## config.mk

```make
export PLATFORM = sky130hd
export DESIGN_NAME = iobtc_processor_end_flat
export DESIGN_NICKNAME = d
export VERILOG_FILES = /design/src/rtl/iobtc_pkg.sv /design/src/rtl/iobtc_bus_if.sv /design/src/rtl/iobtc_processor_end.sv /design/src/flat_wrapper.sv
export VERILOG_INCLUDE_DIRS = /design/src /design/src/rtl
export SDC_FILE = /design/constraint.sdc
export NUM_CORES = 1
export LEC_CHECK = 0
export ABC_AREA = 1
export BUFFER_PORTS_ARGS = -buffer_cell sky130_fd_sc_hd__buf_2
export CAP_MARGIN = 20
export CORE_MARGIN = 2
export CORE_UTILIZATION = 56
export DETAILED_ROUTE_END_ITERATION = 8
export HOLD_SLACK_MARGIN = 0.12
export PLACE_DENSITY = 0.86
export SLEW_MARGIN = 30
export SYNTH_ARGS = -nofsm -noshare
export SYNTH_HDL_FRONTEND = slang
export SYNTH_SLANG_ARGS = --single-unit
```

## constraint.sdc

```tcl
create_clock -name clock_i -period 8.06 [get_ports clock_i]
set_input_delay 0.806 -clock clock_i [delete_from_list [all_inputs] [get_ports clock_i]]
set_output_delay 0.806 -clock clock_i [all_outputs]
set_load 0.005 [all_outputs]
```

## src/rtl/iobtc_cfg.svh

```systemverilog
// Constants shared by both ends of the I/O bus transfer control
// ----------------------------------------------------------------
// ----------------------------------------------------------------
`ifndef IOBTC_CFG_SVH
`define IOBTC_CFG_SVH

// ----------------------------------------------------------------
// Widths and instruction fields
// ----------------------------------------------------------------
`define IOBTC_W 12
`define IOBTC_OP_HI 11
`define IOBTC_OP_LO 9
`define IOBTC_SEL_HI 8
`define IOBTC_SEL_LO 3
`define IOBTC_SUB_HI 2
`define IOBTC_OP_IOT 3'h6

// ----------------------------------------------------------------
// Timing pulse positions on the pulse lines
// ----------------------------------------------------------------
`define IOBTC_P1 0
`define IOBTC_P2 1
`define IOBTC_P4 2

// ----------------------------------------------------------------
// Processor-internal transfer instructions and vectors
// ----------------------------------------------------------------
`define IOBTC_ION 12'hc01
`define IOBTC_IOF 12'hc02
`define IOBTC_VEC_NATIVE 12'h000
`define IOBTC_VEC_ALT 12'h020
`define IOBTC_ONE 12'h001
`define IOBTC_ZERO 12'h000

// Default selection code of the peripheral end (arbitrary value)
`define IOBTC_DEV_CODE 6'h0c

`endif

```

## src/rtl/iobtc_pkg.sv

```systemverilog
// Types shared by both ends of the I/O bus transfer control
`include "iobtc_cfg.svh"
package iobtc_pkg;

  // ----------------------------------------------------------------
  // Processor end sequencing
  // ----------------------------------------------------------------
  typedef enum logic [3:0] {
    ST_IDLE, ST_P1, ST_P2, ST_P4, ST_INT, ST_BRD, ST_BWT, ST_BUSE, ST_BEND
  } iobtc_state_t;

  typedef enum logic [1:0] {PH_WC, PH_CA, PH_DATA} iobtc_phase_t;

  typedef struct packed {
    iobtc_state_t state;
    iobtc_phase_t phase;
    logic pause;
    logic [`IOBTC_W-1:0] instr;
    logic [`IOBTC_W-1:0] ac;
    logic [2:0] pulse;
    logic skip;
    logic done;
    logic ac_load;
    logic [`IOBTC_W-1:0] ac_data;
    logic int_en;
    logic pc_load;
    logic [`IOBTC_W-1:0] pc_new;
    logic mem_en;
    logic mem_we;
    logic [`IOBTC_W-1:0] mem_addr;
    logic [`IOBTC_W-1:0] mem_wdata;
    logic brk_en;
    logic brk_done;
    logic three;
    logic to_mem;
    logic ca_inc;
    logic wc_ovf;
    logic [`IOBTC_W-1:0] addr;
    logic [`IOBTC_W-1:0] brk_rdata;
  } iobtc_cpu_t;

  // ----------------------------------------------------------------
  // Peripheral end state
  // ----------------------------------------------------------------
  typedef struct packed {
    logic flag;
    logic [`IOBTC_W-1:0] rx_data;
    logic rx_load;
    logic busy;
    logic three;
    logic to_mem;
    logic [`IOBTC_W-1:0] addr;
    logic [`IOBTC_W-1:0] count;
    logic [`IOBTC_W-1:0] rdata;
    logic word;
    logic done;
  } iobtc_dev_t;

endpackage

```

## src/rtl/iobtc_bus_if.sv

```systemverilog
// I/O bus between the processor end and one peripheral end
`timescale 1ns/1ps
`include "iobtc_cfg.svh"
interface iobtc_bus_if;
  // Program-controlled transfer lines
  logic [5:0] dev_sel;
  logic [2:0] sub_bits;
  logic [2:0] pulse;
  logic [`IOBTC_W-1:0] data_to_dev;
  logic [`IOBTC_W-1:0] data_to_cpu;
  logic load_ac;
  logic skip;
  logic int_req;
  // Data break lines
  logic brk_req;
  logic brk_three;
  logic brk_to_mem;
  logic brk_ca_inc;
  logic [`IOBTC_W-1:0] brk_addr;
  logic [`IOBTC_W-1:0] brk_wdata;
  logic brk_en;
  logic brk_done;
  logic [`IOBTC_W-1:0] brk_rdata;
  logic wc_ovf;

  modport cpu (
    output dev_sel, sub_bits, pulse, data_to_dev, brk_en, brk_done, brk_rdata, wc_ovf,
    input data_to_cpu, load_ac, skip, int_req, brk_req, brk_three, brk_to_mem,
    input brk_ca_inc, brk_addr, brk_wdata
  );

  modport dev (
    input dev_sel, sub_bits, pulse, data_to_dev, brk_en, brk_done, brk_rdata, wc_ovf,
    output data_to_cpu, load_ac, skip, int_req, brk_req, brk_three, brk_to_mem,
    output brk_ca_inc, brk_addr, brk_wdata
  );
endinterface

```

## src/rtl/iobtc_processor_end.sv

```systemverilog
// Processor end: transfer pulses, interrupt facility, data break control
`timescale 1ns/1ps
`include "iobtc_cfg.svh"
module iobtc_processor_end (
  // Clock, reset, enable
  input wire logic clock_i,
  input wire logic rst_i,
  input wire logic ce_i,
  // Bus side
  iobtc_bus_if.cpu bus,
  // Instruction sequencing from the processor core
  input wire logic instr_start_i,
  input wire logic [`IOBTC_W-1:0] instr_i,
  input wire logic [`IOBTC_W-1:0] ac_i,
  input wire logic instr_end_i,
  input wire logic [`IOBTC_W-1:0] pc_i,
  input wire logic alt_mode_i,
  // Results back to the core
  output logic pause_o,
  output logic hold_o,
  output logic iot_done_o,
  output logic skip_o,
  output logic ac_load_o,
  output logic [`IOBTC_W-1:0] ac_data_o,
  output logic int_enable_o,
  output logic pc_load_o,
  output logic [`IOBTC_W-1:0] pc_new_o,
  // Core memory port, read data one cycle after a read
  output logic mem_en_o,
  output logic mem_we_o,
  output logic [`IOBTC_W-1:0] mem_addr_o,
  output logic [`IOBTC_W-1:0] mem_wdata_o,
  input wire logic [`IOBTC_W-1:0] mem_rdata_i
);

  iobtc_pkg::iobtc_cpu_t r;
  iobtc_pkg::iobtc_cpu_t n;
  logic is_iot;
  logic take_brk;
  logic take_int;
  logic [`IOBTC_W-1:0] vec;

  // ----------------------------------------------------------------
  // Decode of the incoming instruction and between-instruction events
  // ----------------------------------------------------------------
  assign is_iot = instr_i[`IOBTC_OP_HI:`IOBTC_OP_LO] == `IOBTC_OP_IOT;
  // Breaks outrank interrupts so a fast device never starves
  assign take_brk = instr_end_i && bus.brk_req;
  assign take_int = instr_end_i && !bus.brk_req && r.int_en && bus.int_req;
  assign vec = alt_mode_i ? `IOBTC_VEC_ALT : `IOBTC_VEC_NATIVE;

  // ----------------------------------------------------------------
  // Bus drive
  // ----------------------------------------------------------------
  // Selection code and sub bits stay latched for the whole transfer
  assign bus.dev_sel = r.instr[`IOBTC_SEL_HI:`IOBTC_SEL_LO];
  assign bus.sub_bits = r.instr[`IOBTC_SUB_HI:0];
  assign bus.pulse = r.pulse;
  assign bus.data_to_dev = r.ac;
  assign bus.brk_en = r.brk_en;
  assign bus.brk_done = r.brk_done;
  assign bus.brk_rdata = r.brk_rdata;
  assign bus.wc_ovf = r.wc_ovf;

  // ----------------------------------------------------------------
  // Outputs to the core
  // ----------------------------------------------------------------
  // Hold is combinational so the core stalls in the cycle it ends
  assign hold_o = (r.state != iobtc_pkg::ST_IDLE) || take_brk || take_int;
  assign pause_o = r.pause;
  assign iot_done_o = r.done;
  assign skip_o = r.skip;
  assign ac_load_o = r.ac_load;
  assign ac_data_o = r.ac_data;
  assign int_enable_o = r.int_en;
  assign pc_load_o = r.pc_load;
  assign pc_new_o = r.pc_new;
  assign mem_en_o = r.mem_en;
  assign mem_we_o = r.mem_we;
  assign mem_addr_o = r.mem_addr;
  assign mem_wdata_o = r.mem_wdata;

  // ----------------------------------------------------------------
  // Sequencer
  // ----------------------------------------------------------------
  always_comb begin
    logic [`IOBTC_W-1:0] sum;
    sum = mem_rdata_i + `IOBTC_ONE;
    n = r;
    n.done = 1'b0;
    n.ac_load = 1'b0;
    n.pc_load = 1'b0;
    n.mem_en = 1'b0;
    n.mem_we = 1'b0;
    n.brk_done = 1'b0;
    unique case (r.state)
      iobtc_pkg::ST_IDLE: begin
        if (instr_start_i && is_iot) begin
          // Pause holds time state five until all three pulses pass
          n.pause = 1'b1;
          n.instr = instr_i;
          n.ac = ac_i;
          n.skip = 1'b0;
          n.pulse = 3'h0;
          n.pulse[`IOBTC_P1] = instr_i[`IOBTC_P1];
          n.state = iobtc_pkg::ST_P1;
        end else if (take_brk) begin
          // Same bus serves break and program devices alike
          n.brk_en = 1'b1;
          n.addr = bus.brk_addr;
          n.three = bus.brk_three;
          n.to_mem = bus.brk_to_mem;
          n.ca_inc = bus.brk_ca_inc;
          n.wc_ovf = 1'b0;
          n.phase = bus.brk_three ? iobtc_pkg::PH_WC : iobtc_pkg::PH_DATA;
          n.state = iobtc_pkg::ST_BRD;
        end else if (take_int) begin
          n.int_en = 1'b0;
          n.mem_en = 1'b1;
          n.mem_we = 1'b1;
          n.mem_addr = vec;
          n.mem_wdata = pc_i;
          n.pc_new = vec + `IOBTC_ONE;
          n.pc_load = 1'b1;
          n.state = iobtc_pkg::ST_INT;
        end
      end
      iobtc_pkg::ST_INT: begin
        n.state = iobtc_pkg::ST_IDLE;
      end
      iobtc_pkg::ST_P1: begin
        // Skip counts only when the first pulse really went out
        n.skip = bus.skip && r.instr[`IOBTC_P1];
        n.pulse = 3'h0;
        n.pulse[`IOBTC_P2] = r.instr[`IOBTC_P2];
        n.state = iobtc_pkg::ST_P2;
      end
      iobtc_pkg::ST_P2: begin
        n.pulse = 3'h0;
        n.pulse[`IOBTC_P4] = r.instr[`IOBTC_P4];
        n.state = iobtc_pkg::ST_P4;
      end
      iobtc_pkg::ST_P4: begin
        n.pulse = 3'h0;
        if (r.instr[`IOBTC_P4] && bus.load_ac) begin
          n.ac_data = bus.data_to_cpu;
          n.ac_load = 1'b1;
        end
        if (r.instr == `IOBTC_ION) begin
          n.int_en = 1'b1;
        end else if (r.instr == `IOBTC_IOF) begin
          n.int_en = 1'b0;
        end
        n.pause = 1'b0;
        n.done = 1'b1;
        n.state = iobtc_pkg::ST_IDLE;
      end
      iobtc_pkg::ST_BRD: begin
        n.mem_en = 1'b1;
        n.mem_addr = r.addr;
        // A write into memory needs no read first
        if (r.phase == iobtc_pkg::PH_DATA && r.to_mem) begin
          n.mem_we = 1'b1;
          n.mem_wdata = bus.brk_wdata;
          n.state = iobtc_pkg::ST_BEND;
        end else begin
          n.state = iobtc_pkg::ST_BWT;
        end
      end
      iobtc_pkg::ST_BWT: begin
        n.state = iobtc_pkg::ST_BUSE;
      end
      iobtc_pkg::ST_BUSE: begin
        unique case (r.phase)
          iobtc_pkg::PH_WC: begin
            // Word count runs up from its complement to zero
            n.mem_en = 1'b1;
            n.mem_we = 1'b1;
            n.mem_addr = r.addr;
            n.mem_wdata = sum;
            n.wc_ovf = sum == `IOBTC_ZERO;
            n.addr = r.addr + `IOBTC_ONE;
            n.phase = iobtc_pkg::PH_CA;
            n.state = iobtc_pkg::ST_BRD;
          end
          iobtc_pkg::PH_CA: begin
            n.mem_en = 1'b1;
            n.mem_we = 1'b1;
            n.mem_addr = r.addr;
            n.mem_wdata = r.ca_inc ? sum : mem_rdata_i;
            n.addr = r.ca_inc ? sum : mem_rdata_i;
            n.phase = iobtc_pkg::PH_DATA;
            n.state = iobtc_pkg::ST_BRD;
          end
          iobtc_pkg::PH_DATA: begin
            n.brk_rdata = mem_rdata_i;
            n.state = iobtc_pkg::ST_BEND;
          end
          default: begin
            n.state = iobtc_pkg::ST_BEND;
          end
        endcase
      end
      iobtc_pkg::ST_BEND: begin
        n.brk_en = 1'b0;
        n.brk_done = 1'b1;
        n.state = iobtc_pkg::ST_IDLE;
      end
      default: begin
        n.state = iobtc_pkg::ST_IDLE;
      end
    endcase
  end

  // ----------------------------------------------------------------
  // State register, frozen while the clock enable is low
  // ----------------------------------------------------------------
  always_ff @(posedge clock_i or posedge rst_i) begin
    if (rst_i) begin
      r <= '0;
    end else if (ce_i) begin
      r <= n;
    end
  end

endmodule

```

## src/flat_wrapper.sv

```systemverilog
// flat-port wrapper written by rule: the top's interface ports become plain ports
module iobtc_processor_end_flat 
  (clock_i, rst_i, ce_i, instr_start_i, instr_i, ac_i, instr_end_i, pc_i, alt_mode_i, pause_o, hold_o, iot_done_o, skip_o, ac_load_o, ac_data_o, int_enable_o, pc_load_o, pc_new_o, mem_en_o, mem_we_o, mem_addr_o, mem_wdata_o, mem_rdata_i, bus_dev_sel, bus_sub_bits, bus_pulse, bus_data_to_dev, bus_brk_en, bus_brk_done, bus_brk_rdata, bus_wc_ovf, bus_data_to_cpu, bus_load_ac, bus_skip, bus_int_req, bus_brk_req, bus_brk_three, bus_brk_to_mem, bus_brk_ca_inc, bus_brk_addr, bus_brk_wdata);
  iobtc_bus_if bus_i ();
  input wire logic clock_i;
  input wire logic rst_i;
  input wire logic ce_i;
  input wire logic instr_start_i;
  input wire logic [`IOBTC_W-1:0] instr_i;
  input wire logic [`IOBTC_W-1:0] ac_i;
  input wire logic instr_end_i;
  input wire logic [`IOBTC_W-1:0] pc_i;
  input wire logic alt_mode_i;
  output logic pause_o;
  output logic hold_o;
  output logic iot_done_o;
  output logic skip_o;
  output logic ac_load_o;
  output logic [`IOBTC_W-1:0] ac_data_o;
  output logic int_enable_o;
  output logic pc_load_o;
  output logic [`IOBTC_W-1:0] pc_new_o;
  output logic mem_en_o;
  output logic mem_we_o;
  output logic [`IOBTC_W-1:0] mem_addr_o;
  output logic [`IOBTC_W-1:0] mem_wdata_o;
  input wire logic [`IOBTC_W-1:0] mem_rdata_i;
  output wire logic [$bits(bus_i.dev_sel)-1:0] bus_dev_sel;
  output wire logic [$bits(bus_i.sub_bits)-1:0] bus_sub_bits;
  output wire logic [$bits(bus_i.pulse)-1:0] bus_pulse;
  output wire logic [$bits(bus_i.data_to_dev)-1:0] bus_data_to_dev;
  output wire logic [$bits(bus_i.brk_en)-1:0] bus_brk_en;
  output wire logic [$bits(bus_i.brk_done)-1:0] bus_brk_done;
  output wire logic [$bits(bus_i.brk_rdata)-1:0] bus_brk_rdata;
  output wire logic [$bits(bus_i.wc_ovf)-1:0] bus_wc_ovf;
  input wire logic [$bits(bus_i.data_to_cpu)-1:0] bus_data_to_cpu;
  input wire logic [$bits(bus_i.load_ac)-1:0] bus_load_ac;
  input wire logic [$bits(bus_i.skip)-1:0] bus_skip;
  input wire logic [$bits(bus_i.int_req)-1:0] bus_int_req;
  input wire logic [$bits(bus_i.brk_req)-1:0] bus_brk_req;
  input wire logic [$bits(bus_i.brk_three)-1:0] bus_brk_three;
  input wire logic [$bits(bus_i.brk_to_mem)-1:0] bus_brk_to_mem;
  input wire logic [$bits(bus_i.brk_ca_inc)-1:0] bus_brk_ca_inc;
  input wire logic [$bits(bus_i.brk_addr)-1:0] bus_brk_addr;
  input wire logic [$bits(bus_i.brk_wdata)-1:0] bus_brk_wdata;
  assign bus_dev_sel = bus_i.dev_sel;
  assign bus_sub_bits = bus_i.sub_bits;
  assign bus_pulse = bus_i.pulse;
  assign bus_data_to_dev = bus_i.data_to_dev;
  assign bus_brk_en = bus_i.brk_en;
  assign bus_brk_done = bus_i.brk_done;
  assign bus_brk_rdata = bus_i.brk_rdata;
  assign bus_wc_ovf = bus_i.wc_ovf;
  assign bus_i.data_to_cpu = bus_data_to_cpu;
  assign bus_i.load_ac = bus_load_ac;
  assign bus_i.skip = bus_skip;
  assign bus_i.int_req = bus_int_req;
  assign bus_i.brk_req = bus_brk_req;
  assign bus_i.brk_three = bus_brk_three;
  assign bus_i.brk_to_mem = bus_brk_to_mem;
  assign bus_i.brk_ca_inc = bus_brk_ca_inc;
  assign bus_i.brk_addr = bus_brk_addr;
  assign bus_i.brk_wdata = bus_brk_wdata;
  iobtc_processor_end u_core (.clock_i(clock_i), .rst_i(rst_i), .ce_i(ce_i), .bus(bus_i), .instr_start_i(instr_start_i), .instr_i(instr_i), .ac_i(ac_i), .instr_end_i(instr_end_i), .pc_i(pc_i), .alt_mode_i(alt_mode_i), .pause_o(pause_o), .hold_o(hold_o), .iot_done_o(iot_done_o), .skip_o(skip_o), .ac_load_o(ac_load_o), .ac_data_o(ac_data_o), .int_enable_o(int_enable_o), .pc_load_o(pc_load_o), .pc_new_o(pc_new_o), .mem_en_o(mem_en_o), .mem_we_o(mem_we_o), .mem_addr_o(mem_addr_o), .mem_wdata_o(mem_wdata_o), .mem_rdata_i(mem_rdata_i));
endmodule
```

== Word level (Yosys, flattened, before mapping) ==
Index checks and enable logic that the tools add are counted.
W data, S select, Z words.
Cells by class
  multipliers: 0
  divide/modulo/power cells: 0
  mux-type cells: 38
  shift operators: 0
  $add $sub $neg: 3
  reduce and logical (&&, ||, !) cells: 37
  order comparisons: 0
  bitwise gates (word level): 2
  equal/unequal tests: 22
Operators by type and width (number)
  $mux W40: 2
  $pmux W26 S3: 1
  $mux W13: 4
  $pmux W26 S2: 1
  $mux W41: 1
  $add A12 B1 Y12 const B: 3
  $mux W29: 1
  $pmux W13 S2: 1
  $eq A12 B12 Y1 const B: 2
  $mux W12: 2
  $pmux W12 S2: 1
  $pmux W4 S6: 1
  $mux W4: 5
  $reduce_and A3 Y1: 6
  $reduce_and A5 Y1: 3
  $mux W14: 1
  $eq A4 B3 Y1 const B: 3
  $logic_not A12 Y1: 1
  $pmux W3 S4: 1
  $reduce_and A6 Y1: 2
  $eq A4 B2 Y1 const B: 2
  $logic_and A1 B1 Y1: 8
  $ne A2 B1 Y1 const B: 4
  $pmux W1 S2: 4
  25 further kinds: 42
Storage, ports and cells
  bits in registers: 118
  bits in writable memories: 0
  latch bits: 0
  bits in read-only memories: 0
  output and inout port bits: 96
  input bits: 97
  memories: 0
  logic and storage cells: 126

== Depth between registers and ports, before layout ==
  depth in word-level cells: 8
  depth in mapped cells: 12
  gate-level depth less buffers: 12

== Least setup slack after synthesis ==
OpenSTA, ideal clock, no wires.
  path kind: input -> output
  start: input instr_end_i
  end: output hold_o
  data required time: 7.254 ns
  path buffers: 0
  stages: 6
  path slack: 5.903 ns
  arrival: 1.351 ns
  path through: inv_1 nor3_1 inv_1 nand2_1 inv_1 nand2_1
On the way
  cells in the longest elaborated chain, start to end: 4
  elaborated cells between the ends (all ways): 6
  those cells by class: reduce/logical (6)
Ends and longest elaborated chain
  start: declaration: RTL line flat_wrapper.sv:11  | input wire logic instr_end_i;
  $logic_and A1 B1 Y1 (3 in a row): RTL line iobtc_processor_end.sv:49  | assign take_int = instr_end_i && !bus.brk_req && r.int_en && bus.int_req;
  $logic_or A1 B1 Y1 *: RTL line iobtc_processor_end.sv:69  | assign hold_o = (r.state != iobtc_pkg::ST_IDLE) || take_brk || take_int;
  end: declaration: RTL line flat_wrapper.sv:15  | output logic hold_o;
Every way passes the cells marked *; elsewhere a longest branch is shown, timed or not.

== Final worst setup path ==
  start: input instr_end_i
  end: register u_core.r, in the netlist u_core.mem_wdata_o[2]
On the way
  cells in the longest elaborated chain, start to end: 5
  elaborated cells between the ends (all ways): 7
  those cells by class: eq/ne (2); reduce/logical (5)
Ends and longest elaborated chain
  $logic_and A1 B1 Y1 (3 in a row): RTL line iobtc_processor_end.sv:49
  $ne A2 B1 Y1 (no source line)
  $reduce_and A7 Y1 (no source line) *
  end signal: assignment: RTL line iobtc_processor_end.sv:222  | r <= n;
  end: declaration: RTL line iobtc_processor_end.sv:36  | iobtc_pkg::iobtc_cpu_t r;
Marks and branches as above.
A chain may end at the register's enable or synchronous reset.

==> results.yml <==
floorplanning:
  die_x_microns: 110.1
  initial_core_util_pct: 57.89
  rows: 38
  io_pins: 193
  die_area_sq_mm: 0.01212
  core_sq_mm: 0.01089
  die_h_microns: 110.1
cells_and_area:
  fin_nets: 1052
  stdcell_count: 1098
  multi_input_area_sq_mm: 0.002569
  final_area_sq_mm: 0.006922
  layout_commonest_cell: "nand2_1"
  nFillCells: 977
  fin_util_pct: 63.57
  area_growth_pct: 9.805
  drive_gt1_share_pct: 23.41
  regArea_sq_mm: 0.002703
  final_cell_mix: "nand2_1 (295), buf_2 (182), dfrtp_1 (108)"
logic_synthesis:
  synth-seq-cells: 108
  syn_area_sq_mm: 0.006304
  yosysUniqueCellTypes: 36
  seq_area_frac_synth_pct: 42.87
  ys_warn_count: 0
  syn_inst: 857
  post_synth.cell_area_avg_sq_um: 7.355
  synthArstFlopShare_pct: 100.0
  synth_flop_cell: "dfrtp_1"
  synth_edf_count: 0
setup_path:
  critPathMaxFanout: 22
  end_kind: "flip-flop"
  required_ns: 8.38
  arrival_ns: 2.95
  startpoint_type: "input pin"
  critical_path_class: "in -> reg"
detailed_routing:
  avgViaCountPerCell: 5.244
  wl_per_cell_microns: 14.38
  firstDrtPassIters: 7
  m1WireLength_microns: 6779
  dr_wl_met3_microns: 1453
  drt_iter0_drc: 355
  drc: 0
  detail-route-antenna-nets: 0
  top_layer_used: "met4"
  met2_wirelength_microns: 7031
  vias: 5758
  finalWirelength_microns: 15790
clock_tree:
  insertion_delay_ns: 0.39
  cts_root_buf: "clkbuf_8"
  ctsHoldBuffers: 0
  cts.sinks: 108
  cts_setup_buffers: 0
  ctsLongestPathBuffers: 2
  cts_tree: "done"
  cts_buffers: 9
  htreeDepth: 3
  cts_resized: 0
  clk_pin_slew_ns: 0.12
sta:
  slew_viol_final: 0
  fmax_mhz: 380.7
  hold_viol: 0
  finalCritPeriodShare_pct: 32.59
  clock_skew_ns: 0.01956
  rsz0062_at_grt: "no"
  fin_setup_tns_ns: 0
  period_needed_ns: 2.627
  setup_violations: 0
  max_slew_margin_pct: 44.03
  worst_pin_slew_ns: 0.8386
flow_run:
  max-cap-violations: 0
power_and_ir_drop:
  p_leak_nw: 3.910
  ir_drop_uv: 182.7
  power_mw: 2.013
  power_density_mw_per_mm2: 290.9
grt:
  grt_pass1_wl_microns: 25100
  grtUsageTotal_pct: 27.00
  grt_overflow: 0
  first_global_vias: 5298
  antenna_found_initial: 1
  grt_max_degree: 79
place:
  hpwl_microns: 12000
  portBuffers: 182
  dp.cells: 1081
  place_area_sq_mm: 0.006673
  routabilityCongestion: 0.9318
hold_path:
  hold_class: "in -> async"
status:
  status: "finished clean"
==> area by class of cell <==
| type | instances | area share [%] |
|---|---|---|
| Sequential cell | 108 | 39.05 |
| Multi-Input combinational cell | 570 | 37.11 |
| Timing Repair Buffer | 183 | 13.32 |
| Inverter | 80 | 4.447 |
| Tap cell | 140 | 2.531 |
| Clock buffer | 9 | 1.790 |
| Clock inverter | 7 | 1.717 |
| Antenna cell | 1 | 0.03615 |
==> synth_stat cells (2+ instances only) <==
cell type	instances	share of area, %
buf_2	11	0.87
clkbuf_1	8	0.48
a21boi_0	3	0.36
nand4_1	13	1.3
nand3_1	49	3.9
or2_2	2	0.20
buf_4	87	10
ha_1	3	0.60
mux2_2	2	0.36
nor2_1	55	3.3
dfrtp_1	108	43
inv_1	73	4.3
nand2_1	295	18
nand2_2	3	0.30
o21ai_1	2	0.16
o211ai_1	5	0.60
buf_6	2	0.36
a22oi_1	6	0.71
nor3_1	8	0.64
inv_2	4	0.24
nor2_2	4	0.40
a21oi_1	25	2.0
o21ai_0	75	6.0
inv_4	2	0.20
==> flip-flops by register name, indices dropped and copies added, names as in the netlist, 2 cells and up <==
name / flops
u_core.mem_wdata_o: 12
u_core.bus.brk_rdata: 12
u_core.bus.sub_bits: 3
u_core.bus.pulse: 3
u_core.mem_addr_o: 12
u_core.bus.data_to_dev: 12
u_core.ac_data_o: 12
u_core.pc_new_o: 2
u_core.r: 23
u_core.bus.dev_sel: 6
==> per-layer routing <==
layer / up-vias / GRT usage, %
met5: - / 0
met1: 2639 / 36.26
met4: 0 / 10.18
met2: 260 / 42.51
li1: 2815 / -
met3: 44 / 6.584
==> critical path, cell delays in order <==
cell and delay, ns:
buf_2 0.09, inv_1 0.03, nor3_1 0.33, inv_1 0.12, nor2_2 0.56, o21ai_4 0.32
nor2_2 0.44, o21ai_0 0.16, nand2_1 0.08
==> logic make-up after synthesis <==
kind of cell | after synthesis | synth area share [%]
AND/OR/NAND/NOR | 435 | 28.78
buffers and inverters | 188 | 16.91
AO/OA/AOI/OAI | 119 | 10.28
XOR/XNOR | 1 | 0.1390
multiplexers | 2 | 0.3573
adder cells (fa/ha/maj) | 3 | 0.5955
flip-flops | 108 | 42.87
other | 1 | 0.05949
==> final timing paths <==
path                                             end               start  cells after the start  slack (ns)
max                            u_core.mem_wdata_o[2]         instr_end_i                      9        5.43
min                              u_core.ac_data_o[6]               rst_i                      2        0.39
max reg2reg                    u_core.mem_wdata_o[2]       u_core.r[116]                      9        5.44
min reg2reg                       u_core.pc_new_o[0]  u_core.pc_new_o[0]                      2        0.47
max in group asynchronous  u_core.bus.data_to_dev[5]               rst_i                      3        6.64
min in group clock_i              u_core.pc_new_o[0]  u_core.pc_new_o[0]                      2        0.47
==> metrics by stage <==
stage	setup slack (ns)	hold slack, ns
6_report	5.433	0.3946
3_3_place_gp	5.111	0.4435
5_1_grt	5.189	0.4193
2_1_floorplan	4.408	0.4352
4_1_cts	5.429	0.4061
3_5_place_dp	5.030	0.4512
==> where the power goes <==
group | leakage, nW | internal [mW] | switching (mW) | total [mW]
Sequential | 1.40 | 0.737 | 0.157 | 0.894
Combinational | 2.39 | 0.287 | 0.442 | 0.729
Clock | 0.120 | 0.184 | 0.207 | 0.391
Total | 3.91 | 1.21 | 0.806 | 2.01
Note: power is estimated with default switching activity, not from simulation.
